### config.mk
export PLATFORM = sky130hd
export DESIGN_NAME = shbp_host_port
export DESIGN_NICKNAME = d
export VERILOG_FILES = /design/src/shbp_pkg.sv /design/src/shbp_host_port.sv
export SDC_FILE = /design/constraint.sdc
export NUM_CORES = 1
export LEC_CHECK = 0
export BUFFER_PORTS_ARGS = -buffer_cell sky130_fd_sc_hd__buf_2
export CAP_MARGIN = 25
export CORE_MARGIN = 4
export CORE_UTILIZATION = 29
export CTS_CLUSTER_DIAMETER = 50
export CTS_CLUSTER_SIZE = 16
export DETAILED_ROUTE_END_ITERATION = 10
export HOLD_SLACK_MARGIN = 0.05
export PLACE_DENSITY = 0.64
export SLEW_MARGIN = 20
export SYNTH_ARGS = -nofsm -noshare
export SYNTH_HDL_FRONTEND = slang
export SYNTH_SLANG_ARGS = --single-unit
### constraint.sdc
create_clock -name device_clock_in -period 3.5 [get_ports device_clock_in]
set_input_delay 0.35 -clock device_clock_in [delete_from_list [all_inputs] [get_ports device_clock_in]]
set_output_delay 0.35 -clock device_clock_in [all_outputs]
set_load 0.02 [all_outputs]
### src/shbp_pkg.sv
// shbp_pkg.sv: constants and carrier types for the synchronous host bus slave port
//
// Overview of operation
// - every bus signal launched and sampled on the one host reference clock.
// - host interface logic runs on device_clock_in, same domain as the bus.
// - no wait signal; every access completes in fixed cycle count.
// - port drives data only in a read, until the clock after the read strobe drops.
// - straps sampled at reset release select bus type; pins then take roles.
// - memory/register select (address bit 17) routes access to registers or memory.
// - address 16..0 and data 15..0 connect one-to-one without glue logic.
// - high/low byte write enables steer individual bytes on writes.
// - strap value 101 on low three pins selects this native bus.
// - registers in first 128 KB block, display buffer in second.
package shbp_pkg;

  localparam int          ADDR_W        = 17;
  localparam int          DATA_W        = 16;
  localparam int          STRAP_W       = 3;
  localparam logic [2:0]  BUS_TYPE_NATIVE = 3'h5;
  localparam logic        ENDIAN_BIG    = 1'b1;
  // fixed access length in clocks from sampled strobe to data/commit
  localparam int          ACCESS_CYC    = 2;
  localparam logic [1:0]  ACC_CNT_LAST  = 2'(ACCESS_CYC - 1);
  localparam logic [1:0]  ACC_CNT_ZERO  = 2'h0;
  localparam logic [15:0] DATA_ZERO     = 16'h0000;

  typedef struct packed {
    logic              cs_n;
    logic              mem_reg_sel;
    logic              rd_wr;
    logic              rd_n;
    logic              high_byte_write_n;
    logic              low_byte_write_n;
    logic [ADDR_W-1:0] addr;
    logic [DATA_W-1:0] wdata;
  } shbp_req_t;

  typedef struct packed {
    logic              mem_sel;
    logic              wr;
    logic [1:0]        byte_en;
    logic [ADDR_W-2:0] word_addr;
    logic [DATA_W-1:0] wdata;
  } shbp_acc_t;

endpackage

### src/shbp_host_port.sv
// shbp_host_port.sv: synchronous 16-bit host bus slave port, no wait handshake
`timescale 1ns/1ps
module shbp_host_port (
  // clock and reset
  input  wire logic                         device_clock_in,
  input  wire logic                         rst_n,
  // configuration straps
  input  wire logic [shbp_pkg::STRAP_W-1:0] bus_type_strap,
  input  wire logic                         endian_strap,
  // host bus
  input  wire shbp_pkg::shbp_req_t          bus_req,
  input  wire logic                         bus_start_n,
  output logic [shbp_pkg::DATA_W-1:0]       device_data_out,
  output logic                              device_data_oe,
  // internal access side
  output shbp_pkg::shbp_acc_t               acc_out,
  output logic                              acc_valid,
  input  wire logic [shbp_pkg::DATA_W-1:0]  reg_rdata,
  input  wire logic [shbp_pkg::DATA_W-1:0]  mem_rdata,
  output logic                              port_enabled,
  output logic                              big_endian
);
  import shbp_pkg::*;

  typedef enum logic [2:0] {
    SHBP_IDLE = 3'b001,
    SHBP_BUSY = 3'b010,
    SHBP_HOLD = 3'b100
  } shbp_state_t;

  function automatic logic [1:0] shbp_bytes(input shbp_req_t r);
    return {~r.high_byte_write_n, ~r.low_byte_write_n};
  endfunction

  shbp_state_t     state_q;
  logic [1:0]      cnt_q;
  logic            rst_seen_q;
  shbp_acc_t       acc_q;
  logic            rd_q;
  logic            start;
  logic            rd_live;

  // -----------------------------------------------------------------
  // strap capture
  // -----------------------------------------------------------------
  // straps caught on the first clock after reset release, not in reset
  always_ff @(posedge device_clock_in) begin
    if (!rst_n) begin
      rst_seen_q   <= 1'b0;
      port_enabled <= 1'b0;
      big_endian   <= 1'b0;
    end else if (!rst_seen_q) begin
      rst_seen_q   <= 1'b1;
      port_enabled <= (bus_type_strap == BUS_TYPE_NATIVE);
      big_endian   <= (endian_strap == ENDIAN_BIG);
    end
  end

  // -----------------------------------------------------------------
  // access sequencing
  // -----------------------------------------------------------------
  // bus_start_n is unused in this mode; access starts on strobes only
  assign start   = port_enabled && !bus_req.cs_n &&
                   (!bus_req.rd_wr ? (shbp_bytes(bus_req) != 2'b00)
                                   : !bus_req.rd_n);
  assign rd_live = !bus_req.cs_n && bus_req.rd_wr && !bus_req.rd_n;

  always_ff @(posedge device_clock_in) begin
    if (!rst_n) begin
      state_q <= SHBP_IDLE;
      cnt_q   <= ACC_CNT_ZERO;
      acc_q   <= '0;
      rd_q    <= 1'b0;
    end else begin
      case (state_q)
        SHBP_IDLE: begin
          if (start) begin
            state_q         <= SHBP_BUSY;
            cnt_q           <= ACC_CNT_ZERO;
            rd_q            <= bus_req.rd_wr;
            acc_q.mem_sel   <= bus_req.mem_reg_sel;
            acc_q.wr        <= !bus_req.rd_wr;
            acc_q.byte_en   <= shbp_bytes(bus_req);
            acc_q.word_addr <= bus_req.addr[ADDR_W-1:1];
            acc_q.wdata     <= bus_req.wdata;
          end
        end
        SHBP_BUSY: begin
          if (cnt_q == ACC_CNT_LAST) begin
            state_q <= SHBP_HOLD;
          end else begin
            cnt_q <= cnt_q + 2'h1;
          end
        end
        SHBP_HOLD: begin
          // wait for the host to end the cycle before taking another
          if (bus_req.cs_n || (rd_q ? bus_req.rd_n
                                    : (shbp_bytes(bus_req) == 2'b00))) begin
            state_q <= SHBP_IDLE;
          end
        end
        default: state_q <= SHBP_IDLE;
      endcase
    end
  end

  // -----------------------------------------------------------------
  // outputs
  // -----------------------------------------------------------------
  always_ff @(posedge device_clock_in) begin
    if (!rst_n) begin
      acc_valid <= 1'b0;
      acc_out   <= '0;
    end else begin
      acc_valid <= (state_q == SHBP_IDLE) && start;
      if ((state_q == SHBP_IDLE) && start) begin
        acc_out.mem_sel   <= bus_req.mem_reg_sel;
        acc_out.wr        <= !bus_req.rd_wr;
        acc_out.byte_en   <= shbp_bytes(bus_req);
        acc_out.word_addr <= bus_req.addr[ADDR_W-1:1];
        acc_out.wdata     <= bus_req.wdata;
      end
    end
  end

  // read data held until the strobe drops; released the cycle after
  always_ff @(posedge device_clock_in) begin
    if (!rst_n) begin
      device_data_out <= DATA_ZERO;
      device_data_oe  <= 1'b0;
    end else begin
      device_data_oe <= rd_q && rd_live && (state_q == SHBP_HOLD)
                        && (bus_req.addr[ADDR_W-1:1] == acc_q.word_addr);
      if (state_q == SHBP_BUSY && rd_q && cnt_q == ACC_CNT_LAST) begin
        device_data_out <= acc_q.mem_sel ? mem_rdata : reg_rdata;
      end
    end
  end
endmodule

# --- Word-level counts from Yosys, hierarchy flattened ---
# Cells that the tools add are included.
totals:
  out_inout_bits: 56
  in_bits: 78
  regBits: 80
op_classes:
  reduce_logical: 20
  n_eq_ne: 10
  n_bitwise: 2
  addsub: 1
  mux: 11
op_table:
  columns: ["op", "count"]
  rows:
  - ["16-bit equality test", 1]
  - ["16-bit 2-to-1 mux", 1]
  - ["1-bit logical AND", 10]
  - ["3-bit 2-to-1 mux", 3]
  - ["3-bit case mux with 3 select lines", 1]
  - ["2-bit inequality test (second input constant)", 4]
  - ["3-bit equality test (second input constant)", 2]
  - ["3-bit AND reduction", 2]
  - ["2-bit 2-to-1 mux", 2]
  - ["2-bit case mux with 2 select lines", 1]
  - ["2-bit nonzero test", 2]
  - ["3-bit by 1-bit equality test with 1-bit output (second input constant)", 1]
  - ["3-bit by 2-bit equality test with 1-bit output (second input constant)", 1]
  - ["1-bit zero test", 3]
  - ["1-bit 2-to-1 mux", 3]
  - ["2-bit by 1-bit adder with 2-bit output (second input constant)", 1]
  - ["2-bit by 1-bit equality test with 1-bit output (second input constant)", 1]
  - ["2-bit zero test", 1]
  - ["1-bit inverter", 2]
  - ["2-bit AND reduction", 1]
  - ["1-bit logical OR", 1]

# --- Depth between registers and ports, before layout ---
depth:
  depth_word: 6
  depth_mapped: 7
  mapped_depth_nobuf: 6

# --- Worst setup path before layout ---
# No wires, ideal clock.
synth_path:
  path_kind: "reg-to-reg"
  from: "reg cnt_q[1]"
  to: "reg cnt_q[1]"
  required_time_ps: 3425
  setup_time_ps: 75
  n_path_buf: 0
  arrival_ps: 1338
  setup_slack_ps: 2087
  path_stages_with_launch: 7
  cell_sequence: "dfxtp_1 inv_1 ha_1 or3b_2 nor3_1 a21oi_1 o22ai_1"
synth_via:
  elab_chain_len: 3
  elab_cells_between_ends: 6
synth_lines:
  columns: ["item", "line_no", "source"]
  rows:
  - ["start: declaration", "shbp_host_port.sv:36", "logic [1:0] cnt_q;"]
  - ["start signal: assignment", "shbp_host_port.sv:92", "cnt_q <= cnt_q + 2'h1;"]
  - ["2-bit by 1-bit adder with 2-bit output or 2-bit by 1-bit equality test with 1-bit output (tied branches)", "shbp_host_port.sv:92, shbp_host_port.sv:89", null]
  - ["2-bit 2-to-1 mux or 2-bit inequality test (tied branches)", null, null]
  - ["2-bit case mux with 2 select lines or 3-bit AND reduction (tied branches)", null, null]
# Several ways; a longest one is shown, not always the timed one. The select of a mux whose other input is x is not followed.
# A chain may end at the register's enable or synchronous reset.

==> results by group <==
Yosys
  – Ys Warns: 0
  – Synth async-reset ratio: 0
  – Mapped Area: 2630 µm²
  – Avg Cell Area, Syn: 8.64 µm²
  – Seq/Total Area, Yosys: 0.480
  – Post-synth EDFFs: 0
  – Mapped Cells: 304
  – Main synth FF type: dfxtp_1
  – #FFs+latches synth: 63
  – Syn_nets: 383
  – Synth unique cells: 33

Worst setup path
  – Flop-to-flop setup slack: 1.74 ns
  – Worst reg2reg path depth: 5
  – RR Startpoint: state_q[2]$_SDFFE_PN0P_
  – CP max stage delay: 0.95 ns
  – Worst Path Class, Setup: flop to primary output
  – Setup crit end: acc_out[35]
  – Critical path depth: 1
  – Top cell family by delay on the critical path: flip-flops
  – Worst path bufs/invs: 1
  – WP data required: 3.15 ns
  – Critical-path cell list: buf_2
  – WP data arrival: 1.59 ns
  – Critical Path Slowest Stage Cell: dfxtp_1
  – Worst reg2reg endpoint: acc_q[30]$_SDFFE_PN0P_
  – Setup crit end kind: primary output
  – CP Max Fanout: 18
  – CP startpoint: acc_q[35]$_SDFFE_PN0P_
  – CP Launch Type: flop

Detailed routing
  – Total Wirelength: 7190 µm
  – Via/cell ratio: 4.64
  – Vias: 2504
  – DR pass1 iterations: 4
  – Number of remaining DRC errors: 0
  – WL/cell: 13.3 µm
  – Drt initial violations: 126
  – Antenna viol nets, final: 0

Status
  – Status: complete, no violations

Power
  – PwrDens: 419 nW/µm²
  – Total power: 0.00147 W
  – Max VDD drop: 0.000167 V
  – Leak: 1.51 nW

GRT
  – Vias in the first global route: 2325
  – Largest net degree at the start of global routing: 60
  – First-pass GRT wire length: 11200 µm
  – Number of antenna violations at the first check in global routing: 0
  – Global-route usage over all layers: 0.135
  – Total gr overflow: 0

CTS
  – Root buffer cell: clkbuf_8
  – CTS sink count: 63
  – CTS Buf Count: 9
  – Post-CTS Resized: 0
  – Clock Path Buffers: 2
  – CTS tree: done
  – Setup repair bufs after CTS: 0
  – Hold Buf Count CTS: 0
  – Reg clk slew, reported paths: 0.07 ns
  – H-tree depth: 3
  – Clock latency on the worst-skew pair: 0.33 ns

STA
  – Final setup violation count: 0
  – Crit share post-route: 0.555
  – Fin crit period: 1.94 ns
  – Rel. slew slack: 0.360
  – Slew @ Worst Pin: 0.959 ns
  – Total negative slack: 0 ns
  – Maximum clock rate: 0.515 GHz
  – Hold Vio Cnt, Final: 0
  – Max Slew Vio Count: 0
  – Final clock skew: 0.0103 ns
  – RSZ-0062 raised after global routing: false
  – Hold WS: 0.211 ns

Die
  – Initial Utilization: 0.300
  – I/O Pins: 134
  – Die X: 103 µm
  – Core Box Area: 8760 µm²
  – Die area: 10600 µm²
  – Row count: 34
  – Die Span Y: 103 µm

Final layout
  – Ant. Diodes: 0
  – # nets final: 506
  – Final non-filler cell total: 540
  – Area grow syn2layout: 33.4%
  – Most frequent cells in the layout: buf_2, nand2_1, dfxtp_1
  – Layout cells sized above 1: 0.354
  – Most common cell after layout, fill and taps aside: buf_2

Min path
  – Hold Crit Class: input port to flop

Job
  – Maxcap violations: 0

Place
  – RePlAce Congestion: 0.829
  – Number of port buffers: 131
  – Dpl cells: 524
  – Dpl hpwl: 5260 µm
## routing by layer
| layer | track usage | vias up | share of wire |
|---|---|---|---|
| met5 | 0 | - | 0 |
| met4 | 0.0448 | 0 | 0.011 |
| met3 | 0.0413 | 7 | 0.053 |
| met2 | 0.222 | 57 | 0.51 |
| met1 | 0.168 | 1156 | 0.43 |
| li1 | - | 1284 | - |
## synth_stat cells (2+ instances only)
cell | count | share of area
buf_4 | 3 | 0.0086
nor2b_1 | 3 | 0.0071
nor2_1 | 23 | 0.033
nand2_1 | 72 | 0.10
a21oi_1 | 37 | 0.071
xnor2_1 | 2 | 0.0067
dfxtp_1 | 63 | 0.48
a211oi_2 | 2 | 0.0095
nor4_1 | 5 | 0.012
nand2b_1 | 2 | 0.0048
inv_1 | 2 | 0.0029
a211oi_1 | 17 | 0.049
nor3_1 | 2 | 0.0038
clkbuf_1 | 9 | 0.013
nand3b_1 | 2 | 0.0057
nand4_1 | 2 | 0.0048
buf_2 | 6 | 0.011
o21ai_0 | 3 | 0.0057
xor2_1 | 14 | 0.047
nand3_1 | 4 | 0.0076
mux2i_1 | 17 | 0.065
buf_6 | 3 | 0.013
## per-stage QoR
step / util / cell area (µm²) / setup WS, ns
detailed placement: 0.378 / 3310 / 1.54
floorplan: - / 2630 / 2.09
global route: 0.400 / 3500 / 1.44
global placement: 0.378 / 3310 / 1.61
finish: 0.400 / 3500 / 1.56
CTS: 0.400 / 3500 / 1.51
## where the power goes
part / total [W] / switching, W / internal [W]
logic: 0.000118 / 0.0000610 / 0.0000574
clock network: 0.000615 / 0.000270 / 0.000345
registers: 0.000735 / 0.00000894 / 0.000726
total: 0.00147 / 0.000340 / 0.00113
## layout make-up
| class | instances | area, µm² |
|---|---|---|
| multi-input cells | 218 | 1240 |
| inverters | 2 | 8.76 |
| flip-flops and latches | 63 | 1260 |
| well taps | 108 | 135 |
| clock inverters | 4 | 45.0 |
| fillers | 917 | 5260 |
| repair buffers | 133 | 671 |
| clock buffers | 12 | 145 |
## worst min path at each step
stage / start / endpoint / slack (ns) / cells past startpoint
after floorplan: rst_n / rst_seen_q$_DFF_P_ / 0.38 / 0
after global placement: acc_out[0]$_SDFFE_PN0P_ / acc_out[0]$_SDFFE_PN0P_ / 0.44 / 2
after detailed placement: acc_out[9]$_SDFFE_PN0P_ / acc_out[9]$_SDFFE_PN0P_ / 0.45 / 2
after CTS: rst_n / rst_seen_q$_DFF_P_ / 0.18 / 1
after global routing: rst_n / rst_seen_q$_DFF_P_ / 0.19 / 1
final: rst_n / rst_seen_q$_DFF_P_ / 0.21 / 1
## kinds of logic after synthesis
| group | synth area share |
|---|---|
| AO/OA/AOI/OAI | 0.148 |
| XOR/XNOR | 0.0534 |
| adder cells (fa/ha/maj) | 0.00476 |
| buffers and inverters | 0.0486 |
| flip-flops | 0.480 |
| multiplexers | 0.0648 |
| AND/OR/NAND/NOR | 0.200 |
## state kept, by name, indices dropped and copies added (netlist names)
name / flops
acc_out: 19
acc_q: 17
device_data_out: 16
state_q: 3
cnt_q: 2
acc_valid: 1
big_endian: 1
device_data_oe: 1
port_enabled: 1
rd_q: 1
rst_seen_q: 1
(Power assumes the default switching activity.)
